===== src/verilog/image_format_defs.svh =====
// Offsets, field positions, reset values and timing for the image format inquiry registers
// Overview of operation
// - Upper half reports column step for AOI
// - Lower half reports row step for AOI
// - Frame period word is IEEE single float
// - Period recomputed when its settings change
// - Depth field follows selected colour coding
// - Mosaic phase follows AOI origin parity
// - Top validity bit reads one when valid
// - Geometry error flag blocks capture start
// - Packet size error flag blocks capture
// - Packet size write refreshes packet flag
// - Unused and reserved positions carry nothing
// - Bit zero is the word's MSB
`ifndef IMAGE_FORMAT_DEFS_SVH
`define IMAGE_FORMAT_DEFS_SVH

// ==========================================================
// Register offsets
`define OFS_POSITION   12'h008
`define OFS_SIZE       12'h00C
`define OFS_CODING     12'h010
`define OFS_SPEED      12'h014
`define OFS_PKT_SIZE   12'h044
`define OFS_STEP       12'h04C
`define OFS_PERIOD     12'h050
`define OFS_DEPTH      12'h054
`define OFS_MOSAIC     12'h058
`define OFS_VALIDITY   12'h07C
`define OFS_IRQ_STAT   12'h080
`define OFS_IRQ_MASK   12'h084
`define OFS_CAPTURE    12'h088

// ==========================================================
// Field positions, counted as SystemVerilog bit indices (MSB is index 31)
`define VAL_PRESENT_BIT 31
`define VAL_GEO_BIT     23
`define VAL_PKT_BIT     22
`define CAP_START_BIT   31
`define IRQ_GEO_BIT     0
`define IRQ_PKT_BIT     1
`define IRQ_REFUSE_BIT  2
`define IRQ_WIDTH       3

// ==========================================================
// Reset values and timing
`define RST_WORD        32'h0000_0000
`define RST_PKT_SIZE    16'h0000
`define SPEED_MAX       3'h3
`define PERIOD_EXP_BIAS 8'h67
`define DEPTH_8         8'h08
`define DEPTH_12        8'h0C

`endif


===== src/verilog/image_format_pkg.sv =====
// Types shared by the image format inquiry register block
package image_format_pkg;

  typedef enum logic [7:0] {
    CC_MONO8  = 8'h00,
    CC_YUV8   = 8'h01,
    CC_RGB8   = 8'h02,
    CC_MONO12 = 8'h03,
    CC_RAW8   = 8'h04,
    CC_RAW12  = 8'h05
  } color_code_t;

  typedef struct packed {
    logic        sel;
    logic        enable;
    logic        write;
    logic [11:0] addr;
    logic [31:0] wdata;
    logic [3:0]  strb;
  } apb_req_t;

  typedef struct packed {
    logic [15:0] left;
    logic [15:0] top;
    logic [15:0] width;
    logic [15:0] height;
  } geometry_t;

endpackage


===== src/verilog/image_format_inquiry_regs.sv =====
// APB register block reporting image format inquiry words and settings validity
`timescale 1ns/1ps
`include "image_format_defs.svh"

module image_format_inquiry_regs
  import image_format_pkg::*;
#(
  parameter logic [15:0] SENSOR_W   = 16'h0280,
  parameter logic [15:0] SENSOR_H   = 16'h01E0,
  parameter logic [15:0] H_UNIT     = 16'h0001,
  parameter logic [15:0] V_UNIT     = 16'h0001,
  parameter logic [15:0] PKT_UNIT   = 16'h0004,
  parameter logic [15:0] PKT_MAX    = 16'h0400,
  parameter logic [15:0] V_BLANK    = 16'h0010,
  parameter logic [15:0] LINE_UNITS = 16'h0200,
  parameter logic [1:0]  MOSAIC_BASE = 2'h0
) (
  input  wire logic        CLK_I,
  input  wire logic        RESET_N_I,
  input  wire logic        PSEL_I,
  input  wire logic        PENABLE_I,
  input  wire logic        PWRITE_I,
  input  wire logic [11:0] PADDR_I,
  input  wire logic [31:0] PWDATA_I,
  input  wire logic [3:0]  PSTRB_I,
  output logic      [31:0] PRDATA_O,
  output logic             PREADY_O,
  output logic             PSLVERR_O,
  output logic             IRQ_O,
  output logic             CAPTURE_START_O
);

  // ==========================================================
  // Bus request and decode
  apb_req_t req;
  logic     setup;
  logic     wr_acc;

  assign req    = '{PSEL_I, PENABLE_I, PWRITE_I, PADDR_I, PWDATA_I, PSTRB_I};
  assign setup  = req.sel & ~req.enable;
  assign wr_acc = req.sel & req.enable & req.write & PREADY_O;

  function automatic logic [31:0] merge(input logic [31:0] old, input logic [31:0] nw,
                                        input logic [3:0] strb);
    logic [31:0] r;
    r = old;
    for (int i = 0; i < 4; i++) begin
      if (strb[i]) begin
        r[i*8 +: 8] = nw[i*8 +: 8];
      end
    end
    return r;
  endfunction

  // ==========================================================
  // Settings and bus state
  geometry_t            geo_reg, geo_next;
  logic [7:0]           coding_reg, coding_next;
  logic [2:0]           speed_reg, speed_next;
  logic [15:0]          pkt_reg, pkt_next;
  logic [`IRQ_WIDTH-1:0] mask_reg, mask_next;
  logic                 geo_eval_reg, geo_eval_next;
  logic                 pkt_eval_reg, pkt_eval_next;
  logic [31:0]          prdata_next;
  logic                 pready_next;
  logic                 pslverr_next;
  logic [31:0]          rd_word;
  logic [31:0]          pkt_merged;
  logic                 rd_hit;
  logic [31:0]          step_word, period_word, depth_word, mosaic_word, valid_word;
  logic [`IRQ_WIDTH-1:0] stat_reg;
  logic                 geo_err_reg, pkt_err_reg, valid_reg;
  logic [31:0]          period_reg;

  assign pkt_merged = merge({pkt_reg, 16'h0000}, req.wdata, req.strb);

  // Geometry, coding and speed are one settings group for geometry evaluation
  always_comb begin
    geo_next      = geo_reg;
    coding_next   = coding_reg;
    speed_next    = speed_reg;
    pkt_next      = pkt_reg;
    mask_next     = mask_reg;
    geo_eval_next = 1'b0;
    pkt_eval_next = 1'b0;
    if (wr_acc) begin
      unique case (req.addr)
        `OFS_POSITION: begin
          {geo_next.left, geo_next.top} = merge({geo_reg.left, geo_reg.top}, req.wdata, req.strb);
          geo_eval_next = 1'b1;
        end
        `OFS_SIZE: begin
          {geo_next.width, geo_next.height} =
            merge({geo_reg.width, geo_reg.height}, req.wdata, req.strb);
          geo_eval_next = 1'b1;
        end
        `OFS_CODING: begin
          if (req.strb[3]) begin
            coding_next = req.wdata[31:24];
          end
          geo_eval_next = 1'b1;
        end
        `OFS_SPEED: begin
          if (req.strb[3]) begin
            speed_next = req.wdata[31:29];
          end
          geo_eval_next = 1'b1;
          pkt_eval_next = 1'b1;
        end
        `OFS_PKT_SIZE: begin
          // Packet size sits in bit positions 0..15, i.e. the upper half
          pkt_next = pkt_merged[31:16];
          pkt_eval_next = 1'b1;
        end
        `OFS_IRQ_MASK: mask_next = req.wdata[`IRQ_WIDTH-1:0];
        default: ; // Read-only and unmapped words keep no state
      endcase
    end
  end

  // ==========================================================
  // Read data
  always_comb begin
    rd_hit = 1'b1;
    unique case (req.addr)
      `OFS_POSITION: rd_word = {geo_reg.left, geo_reg.top};
      `OFS_SIZE:     rd_word = {geo_reg.width, geo_reg.height};
      `OFS_CODING:   rd_word = {coding_reg, 24'h00_0000};
      `OFS_SPEED:    rd_word = {speed_reg, 29'h0000_0000};
      `OFS_PKT_SIZE: rd_word = {pkt_reg, 16'h0000};
      `OFS_STEP:     rd_word = step_word;
      `OFS_PERIOD:   rd_word = period_word;
      `OFS_DEPTH:    rd_word = depth_word;
      `OFS_MOSAIC:   rd_word = mosaic_word;
      `OFS_VALIDITY: rd_word = valid_word;
      `OFS_IRQ_STAT: rd_word = {29'h0000_0000, stat_reg};
      `OFS_IRQ_MASK: rd_word = {29'h0000_0000, mask_reg};
      `OFS_CAPTURE:  rd_word = `RST_WORD;
      default: begin
        rd_word = `RST_WORD;
        rd_hit  = 1'b0;
      end
    endcase
    // Zero wait: answer is registered during setup, ready in the access cycle
    pready_next  = setup;
    prdata_next  = (setup & ~req.write) ? rd_word : `RST_WORD;
    pslverr_next = setup & ~rd_hit;
  end

  always_ff @(posedge CLK_I) begin
    if (!RESET_N_I) begin
      geo_reg      <= '0;
      coding_reg   <= CC_MONO8;
      speed_reg    <= 3'h0;
      pkt_reg      <= `RST_PKT_SIZE;
      mask_reg     <= '0;
      geo_eval_reg <= 1'b1;
      pkt_eval_reg <= 1'b1;
      PRDATA_O     <= `RST_WORD;
      PREADY_O     <= 1'b0;
      PSLVERR_O    <= 1'b0;
    end else begin
      geo_reg      <= geo_next;
      coding_reg   <= coding_next;
      speed_reg    <= speed_next;
      pkt_reg      <= pkt_next;
      mask_reg     <= mask_next;
      geo_eval_reg <= geo_eval_next;
      pkt_eval_reg <= pkt_eval_next;
      PRDATA_O     <= prdata_next;
      PREADY_O     <= pready_next;
      PSLVERR_O    <= pslverr_next;
    end
  end

  // ==========================================================
  // Evaluation of settings
  logic        geo_bad, pkt_bad, coding_ok;
  logic [16:0] right_edge, bottom_edge, pkt_max;
  logic [31:0] period_count, period_float;
  logic [7:0]  depth;
  logic        cap_req, refuse;

  assign right_edge  = {1'b0, geo_reg.left} + {1'b0, geo_reg.width};
  assign bottom_edge = {1'b0, geo_reg.top} + {1'b0, geo_reg.height};
  assign pkt_max     = 17'({1'b0, PKT_MAX} << speed_reg);

  always_comb begin
    coding_ok = 1'b1;
    unique case (coding_reg)
      CC_MONO8, CC_RAW8:   depth = `DEPTH_8;
      CC_YUV8, CC_RGB8:    depth = `DEPTH_8;  // Per component
      CC_MONO12, CC_RAW12: depth = `DEPTH_12;
      default: begin
        depth     = 8'h00;
        coding_ok = 1'b0;
      end
    endcase
  end

  assign geo_bad = (geo_reg.width == 16'h0000) | (geo_reg.height == 16'h0000) |
                   (right_edge > {1'b0, SENSOR_W}) | (bottom_edge > {1'b0, SENSOR_H}) |
                   ((geo_reg.left % H_UNIT) != 16'h0000) |
                   ((geo_reg.top % V_UNIT) != 16'h0000) |
                   ~coding_ok | (speed_reg > `SPEED_MAX);
  assign pkt_bad = (pkt_reg == 16'h0000) | ((pkt_reg % PKT_UNIT) != 16'h0000) |
                   ({1'b0, pkt_reg} > pkt_max) | (speed_reg > `SPEED_MAX);

  // Period counted in units of 2^-24 s, then normalised to a float (truncating)
  assign period_count = 32'({16'h0000, geo_reg.height} + {16'h0000, V_BLANK}) *
                        32'({16'h0000, LINE_UNITS});
  always_comb begin
    int msb;
    msb = 0;
    for (int i = 0; i < 32; i++) begin
      if (period_count[i]) begin
        msb = i;
      end
    end
    if (period_count == 32'h0000_0000) begin
      period_float = 32'h0000_0000;
    end else if (msb <= 23) begin
      period_float = {1'b0, 8'(msb) + `PERIOD_EXP_BIAS,
                      23'(period_count << (23 - msb))};
    end else begin
      period_float = {1'b0, 8'(msb) + `PERIOD_EXP_BIAS,
                      23'(period_count >> (msb - 23))};
    end
  end

  assign step_word   = {H_UNIT, V_UNIT};
  assign period_word = period_reg;
  assign depth_word  = {depth, 24'h00_0000};
  assign mosaic_word = {6'h00, MOSAIC_BASE ^ {geo_reg.left[0], geo_reg.top[0]},
                        24'h00_0000};
  // Presence, then the unused bits 1..7 and reserved bits as zero
  assign valid_word  = {valid_reg, 7'h00, geo_err_reg, pkt_err_reg,
                        22'h00_0000};

  assign cap_req = wr_acc & (req.addr == `OFS_CAPTURE) & req.strb[3] &
                   req.wdata[`CAP_START_BIT];
  // A pending evaluation also refuses, so a start never races a settings write
  assign refuse  = geo_err_reg | pkt_err_reg | ~valid_reg | geo_eval_reg | pkt_eval_reg;

  // ==========================================================
  // Flags, interrupts and capture start
  logic                  geo_err_next, pkt_err_next, valid_next, start_next, irq_next;
  logic [31:0]           period_next;
  logic [`IRQ_WIDTH-1:0] stat_next, events, clr;

  always_comb begin
    geo_err_next = geo_eval_reg ? geo_bad : geo_err_reg;
    pkt_err_next = pkt_eval_reg ? pkt_bad : pkt_err_reg;
    valid_next   = valid_reg | geo_eval_reg;
    period_next  = geo_eval_reg ? period_float : period_reg;
    start_next   = cap_req & ~refuse;
    events       = '0;
    events[`IRQ_GEO_BIT]    = geo_err_next & ~geo_err_reg;
    events[`IRQ_PKT_BIT]    = pkt_err_next & ~pkt_err_reg;
    events[`IRQ_REFUSE_BIT] = cap_req & refuse;
    clr = (wr_acc & (req.addr == `OFS_IRQ_STAT)) ? req.wdata[`IRQ_WIDTH-1:0] : '0;
    // Set wins over a write-one clear in the same cycle
    stat_next = (stat_reg & ~clr) | events;
    irq_next  = |(stat_next & mask_next);
  end

  always_ff @(posedge CLK_I) begin
    if (!RESET_N_I) begin
      geo_err_reg     <= 1'b0;
      pkt_err_reg     <= 1'b0;
      valid_reg       <= 1'b0;
      period_reg      <= `RST_WORD;
      stat_reg        <= '0;
      IRQ_O           <= 1'b0;
      CAPTURE_START_O <= 1'b0;
    end else begin
      geo_err_reg     <= geo_err_next;
      pkt_err_reg     <= pkt_err_next;
      valid_reg       <= valid_next;
      period_reg      <= period_next;
      stat_reg        <= stat_next;
      IRQ_O           <= irq_next;
      CAPTURE_START_O <= start_next;
    end
  end
endmodule


===== config.mk =====
export PLATFORM = sky130hd
export DESIGN_NAME = image_format_inquiry_regs
export DESIGN_NICKNAME = d
export VERILOG_FILES = /design/src/verilog/image_format_pkg.sv /design/src/verilog/image_format_inquiry_regs.sv
export VERILOG_INCLUDE_DIRS = /design/src /design/src/verilog
export SDC_FILE = /design/constraint.sdc
export NUM_CORES = 1
export LEC_CHECK = 0
export BUFFER_PORTS_ARGS = -buffer_cell sky130_fd_sc_hd__buf_2
export CAP_MARGIN = 20
export CORE_MARGIN = 2
export CORE_UTILIZATION = 45
export DETAILED_ROUTE_END_ITERATION = 16
export SETUP_SLACK_MARGIN = 0.05
export SYNTH_ARGS = -nofsm -noshare
export SYNTH_HDL_FRONTEND = slang
export SYNTH_SLANG_ARGS = --single-unit

===== constraint.sdc =====
create_clock -name CLK_I -period 6.2 [get_ports CLK_I]
set_clock_uncertainty 0.15 [all_clocks]
set_input_delay 1.24 -clock CLK_I [delete_from_list [all_inputs] [get_ports CLK_I]]
set_output_delay 1.24 -clock CLK_I [all_outputs]
set_load 0.05 [all_outputs]

==> results.md <==
- The run finished with clean final reports.
- The total power per unit cell area is 177 mW/mm².
- TritonCTS built the clock tree.
- Compared with the post-synthesis result, the final layout area differs by 10.6%.
- Setup repair after global routing left no endpoint under its margin.
- The floorplan step defined a die boundary enclosing 0.0265 mm².
- After synthesis, the mean cell area works out to 7.73 µm².
- The DRC violations left is 0.
- Power comes to 2230 µW.
- The critical-path maximum fanout is 24.
- The number of setup violations in the final report is 0.
- The later-pin clock latency in the skew report is 450 ps.
- The worst-case headroom to the max-slew limit is 0.288.
- The number of max-capacitance violations reported is 0.
- The total vias in the final route is 11,963.
- Counting the buffers created by CTS gives 17.
- At the pin with the least slew margin, the transition time is approximately 1100 ps.
- The dominant synthesized flop cell is sky130_fd_sc_hd__dfxtp_1.
- The number of nets in the synthesized netlist is 1,572.
- For the worst setup path, the data arrival time is roughly 5400 ps.
- The initialized floorplan defines 58 standard-cell rows.
- After global routing the overflow that remains totals 0.
- The standby leakage power is 0.00451 µW.
- The mean number of vias per cell is 6.46.
- The post-place instance area is 0.0120 mm².
- The average wire length per cell after detail routing is 23.3 µm.
- The synthesized instance count is 1,470.
- The cts-stage hold buffer count is 0.
- Clock tree synthesis selected as its root buffer the cell sky130_fd_sc_hd__clkbuf_16.
- The nature of the critical path endpoint is a register.
- The slowest library cell on the worst path is sky130_fd_sc_hd__ha_1.
- Clock-pin slew was measured on the worst setup and hold paths at 80 ps.
- Input and output buffers added on the ports amount to between 80 and 90.
- The initial antenna violation count was 0.
- Synthesis inferred 169 register bits.
- The starting utilization of the core area is 0.455.
- The critical path goes through ha_1 -> xnor2_1 -> o21ai_0 -> o21ai_0 -> a32o_1 -> a21o_4 -> nand2_4 -> ha_1 -> mux2_2 -> o21ai_0 -> nor4_1 -> a211o_1 -> or2b_1 -> a221oi_2.
- In the final design database the tool counted 1,610 nets.
- Along the worst hold path, the cell count comes to 2.
- The top cell type by total area after synthesis is sky130_fd_sc_hd__dfxtp_1.
- The final cell area excluding filler cells is 0.0126 mm².
- Entering global routing, the biggest net connects 92 pins.
- The post-detailed-routing wire length is 43,100 µm.
- The post-route minimum period is 5140 ps.
- The placeable core region is 0.0250 mm².
- At the end of the flow the core is filled with cells to 0.504.
- The detailed-router iteration count before antenna repair is 10.
- The peak clock frequency supported by timing is 195 MHz.
- Measured along the x axis, the die boundary spans ~160 µm.
- The count of buffers added by post-CTS timing repair for setup is 0.
- The iteration-0 DRC count of the detailed router is 1,301.
- In the global route stage, overall resource usage came out at 0.323.
- The number of cells upsized or downsized after cts is 0.
- The half-perimeter wire length of the detailed placement result is 32,000 µm.
- After synthesis, the netlist uses 96 different library cells.
- Yosys mapped a number of flops with a built-in enable equal to 0.
- The proportion of synthesized chip area in sequential cells is 0.298.
- The number of slew-limit violations in the final report is 0.
- In this design, the stage delay of the slowest critical-path cell is between 800 and 900 ps.
- The top cell types in the final layout, fill and taps aside, are sky130_fd_sc_hd__nand2_1 (214), sky130_fd_sc_hd__dfxtp_1 (169), sky130_fd_sc_hd__a21oi_1 (164).
- From bottom edge to top edge, the die measures between 150 and 200 µm.
- The final total negative setup slack is 0 ps.
- The layout has 2,498 filler cells.
- The min-delay analysis places its worst path in the category reg -> reg.
- The part of the cycle the worst path needs is 0.828.
- The final hold violation count was 0.
- The count of nets left with antenna violations once routing finished came out at 0.
- The number of antenna diodes is 0.
- For this run, asynchronously set or reset flops after synthesis account for 0.
- Pin placement for this block handled 89 I/O pins.
- The number of warnings issued by yosys is 0.
- In this run the deepest clock path goes through 2 buffers.
- The synthesized netlist occupies a cell area of 0.0114 mm².
- The share of layout cells above drive strength 1 is 0.139.
- The H-tree depth is 4.
- Of the post-synthesis cell area, the dominant cell type holds 0.298.
- The first-pass GRT wire length is between 60,000 and 70,000 µm.
- For the worst setup path, the data required time is 6410 ps.
- The routability congestion estimate is roughly 1.
- The most numerous cell type found on the critical path is sky130_fd_sc_hd__o21ai_0.
- The register with the most flip-flops in the layout has 64 of them.
- The depth of the most critical reg-to-reg path is 14.
- The critical path is of the reg -> reg type.
- The number of global-route vias before repair is 11,217.
- By area the synthesized netlist is led by sky130_fd_sc_hd__dfxtp_1 (30%), sky130_fd_sc_hd__a21oi_1 (7.2%), sky130_fd_sc_hd__nand2_1 (7.1%).
- For this design, the sink count on the clock tree is 169.
- The nature of the critical path startpoint is a register.
- The leading cell type in the layout, fill and taps excluded is sky130_fd_sc_hd__nand2_1.
- The worst-case IR drop observed on VDD is 0.200 mV.
==> layout make-up <==
type / count / area (µm²) / area share
Sequential cell: 169 / 3380 / 0.269
Clock buffer: 19 / 443 / 0.0352
Inverter: 31 / 120 / 0.00956
Clock inverter: 13 / 121 / 0.00966
Multi-Input combinational cell: 1174 / 7450 / 0.592
Timing Repair Buffer: 115 / 643 / 0.0512
Tap cell: 330 / 413 / 0.0328
==> worst max-delay path, delay by kind of cell (launching register included) <==
kind / cells / cell delay (ps)
xor+xnor: 1 / 610
mux: 1 / 430
simple gates: 3 / 560
flops: 1 / 420
compound gates: 7 / 1670
fa+ha+maj: 2 / 1200
==> cell usage after synthesis, types with 6 or more instances <==
cell                         n
sky130_fd_sc_hd__nor2b_1    12
sky130_fd_sc_hd__nor2_1    116
sky130_fd_sc_hd__and2_1     12
sky130_fd_sc_hd__or2_2       8
sky130_fd_sc_hd__buf_2      17
sky130_fd_sc_hd__o21ai_0    94
sky130_fd_sc_hd__a21oi_1   164
sky130_fd_sc_hd__nor3b_1     6
sky130_fd_sc_hd__nor4_1     29
sky130_fd_sc_hd__a211oi_1   16
sky130_fd_sc_hd__inv_1      28
sky130_fd_sc_hd__a32oi_1     7
sky130_fd_sc_hd__o31ai_1     9
sky130_fd_sc_hd__xnor2_1    25
sky130_fd_sc_hd__mux2i_1    36
sky130_fd_sc_hd__mux2_2     10
sky130_fd_sc_hd__dfxtp_1   169
sky130_fd_sc_hd__nand2b_1    9
sky130_fd_sc_hd__o21a_1     10
sky130_fd_sc_hd__buf_1       6
sky130_fd_sc_hd__a31oi_1    11
sky130_fd_sc_hd__o211ai_1   12
sky130_fd_sc_hd__ha_1       47
sky130_fd_sc_hd__clkbuf_1   62
sky130_fd_sc_hd__a22oi_1    23
sky130_fd_sc_hd__nor3_1     38
sky130_fd_sc_hd__xor2_1      6
sky130_fd_sc_hd__a221oi_1   17
sky130_fd_sc_hd__or3_1       7
sky130_fd_sc_hd__nand3_1    36
sky130_fd_sc_hd__and3_1      9
sky130_fd_sc_hd__nand2_1   214
sky130_fd_sc_hd__nand4_1    17
sky130_fd_sc_hd__a222oi_1   30
sky130_fd_sc_hd__a21o_1     16
==> path summary, 6_finish.rpt <==
kind / slack, ps / start / end
setup / recovery: 1060 / geo_reg[5] / period_reg[16]
hold / removal: 320 / period_reg[0] / period_reg[0]
setup reg to reg: 1060 / geo_reg[5] / period_reg[16]
hold reg to reg: 320 / period_reg[0] / period_reg[0]
==> power by group <==
part	leakage, µW	internal (µW)	switching [µW]
clock	0.000279	545	509
combinational	0.00287	22.6	54.8
sequential	0.00136	1090	6.86
total	0.00451	1660	571
==> layer usage <==
| metal | track usage | up-vias | wire [µm] |
|---|---|---|---|
| met5 | 0 | - | 0 |
| met4 | 0.144 | 0 | 1790 |
| met3 | 0.0469 | 119 | 3130 |
| met2 | 0.539 | 565 | 20700 |
| met1 | 0.415 | 5712 | 17600 |
| li1 | - | 5567 | - |
==> through the flow <==
stage / setup WS, ps / instances / hold WS (ps)
2_1_floorplan: 1710 / 1470 / 270
3_5_place_dp: 1180 / 1819 / 308
3_3_place_gp: 1270 / 1819 / 302
5_1_grt: 725 / 1851 / 347
6_report: 1060 / 1851 / 323
4_1_cts: 1150 / 1851 / 322
==> cell families after synthesis <==
kind of cell             synth area share
AND/OR/NAND/NOR                     0.234
AO/OA/AOI/OAI                       0.289
flip-flops                          0.298
buffers and inverters              0.0491
multiplexers                       0.0476
adder cells (fa/ha/maj)            0.0553
XOR/XNOR                           0.0277
(Power assumes the default switching activity.)
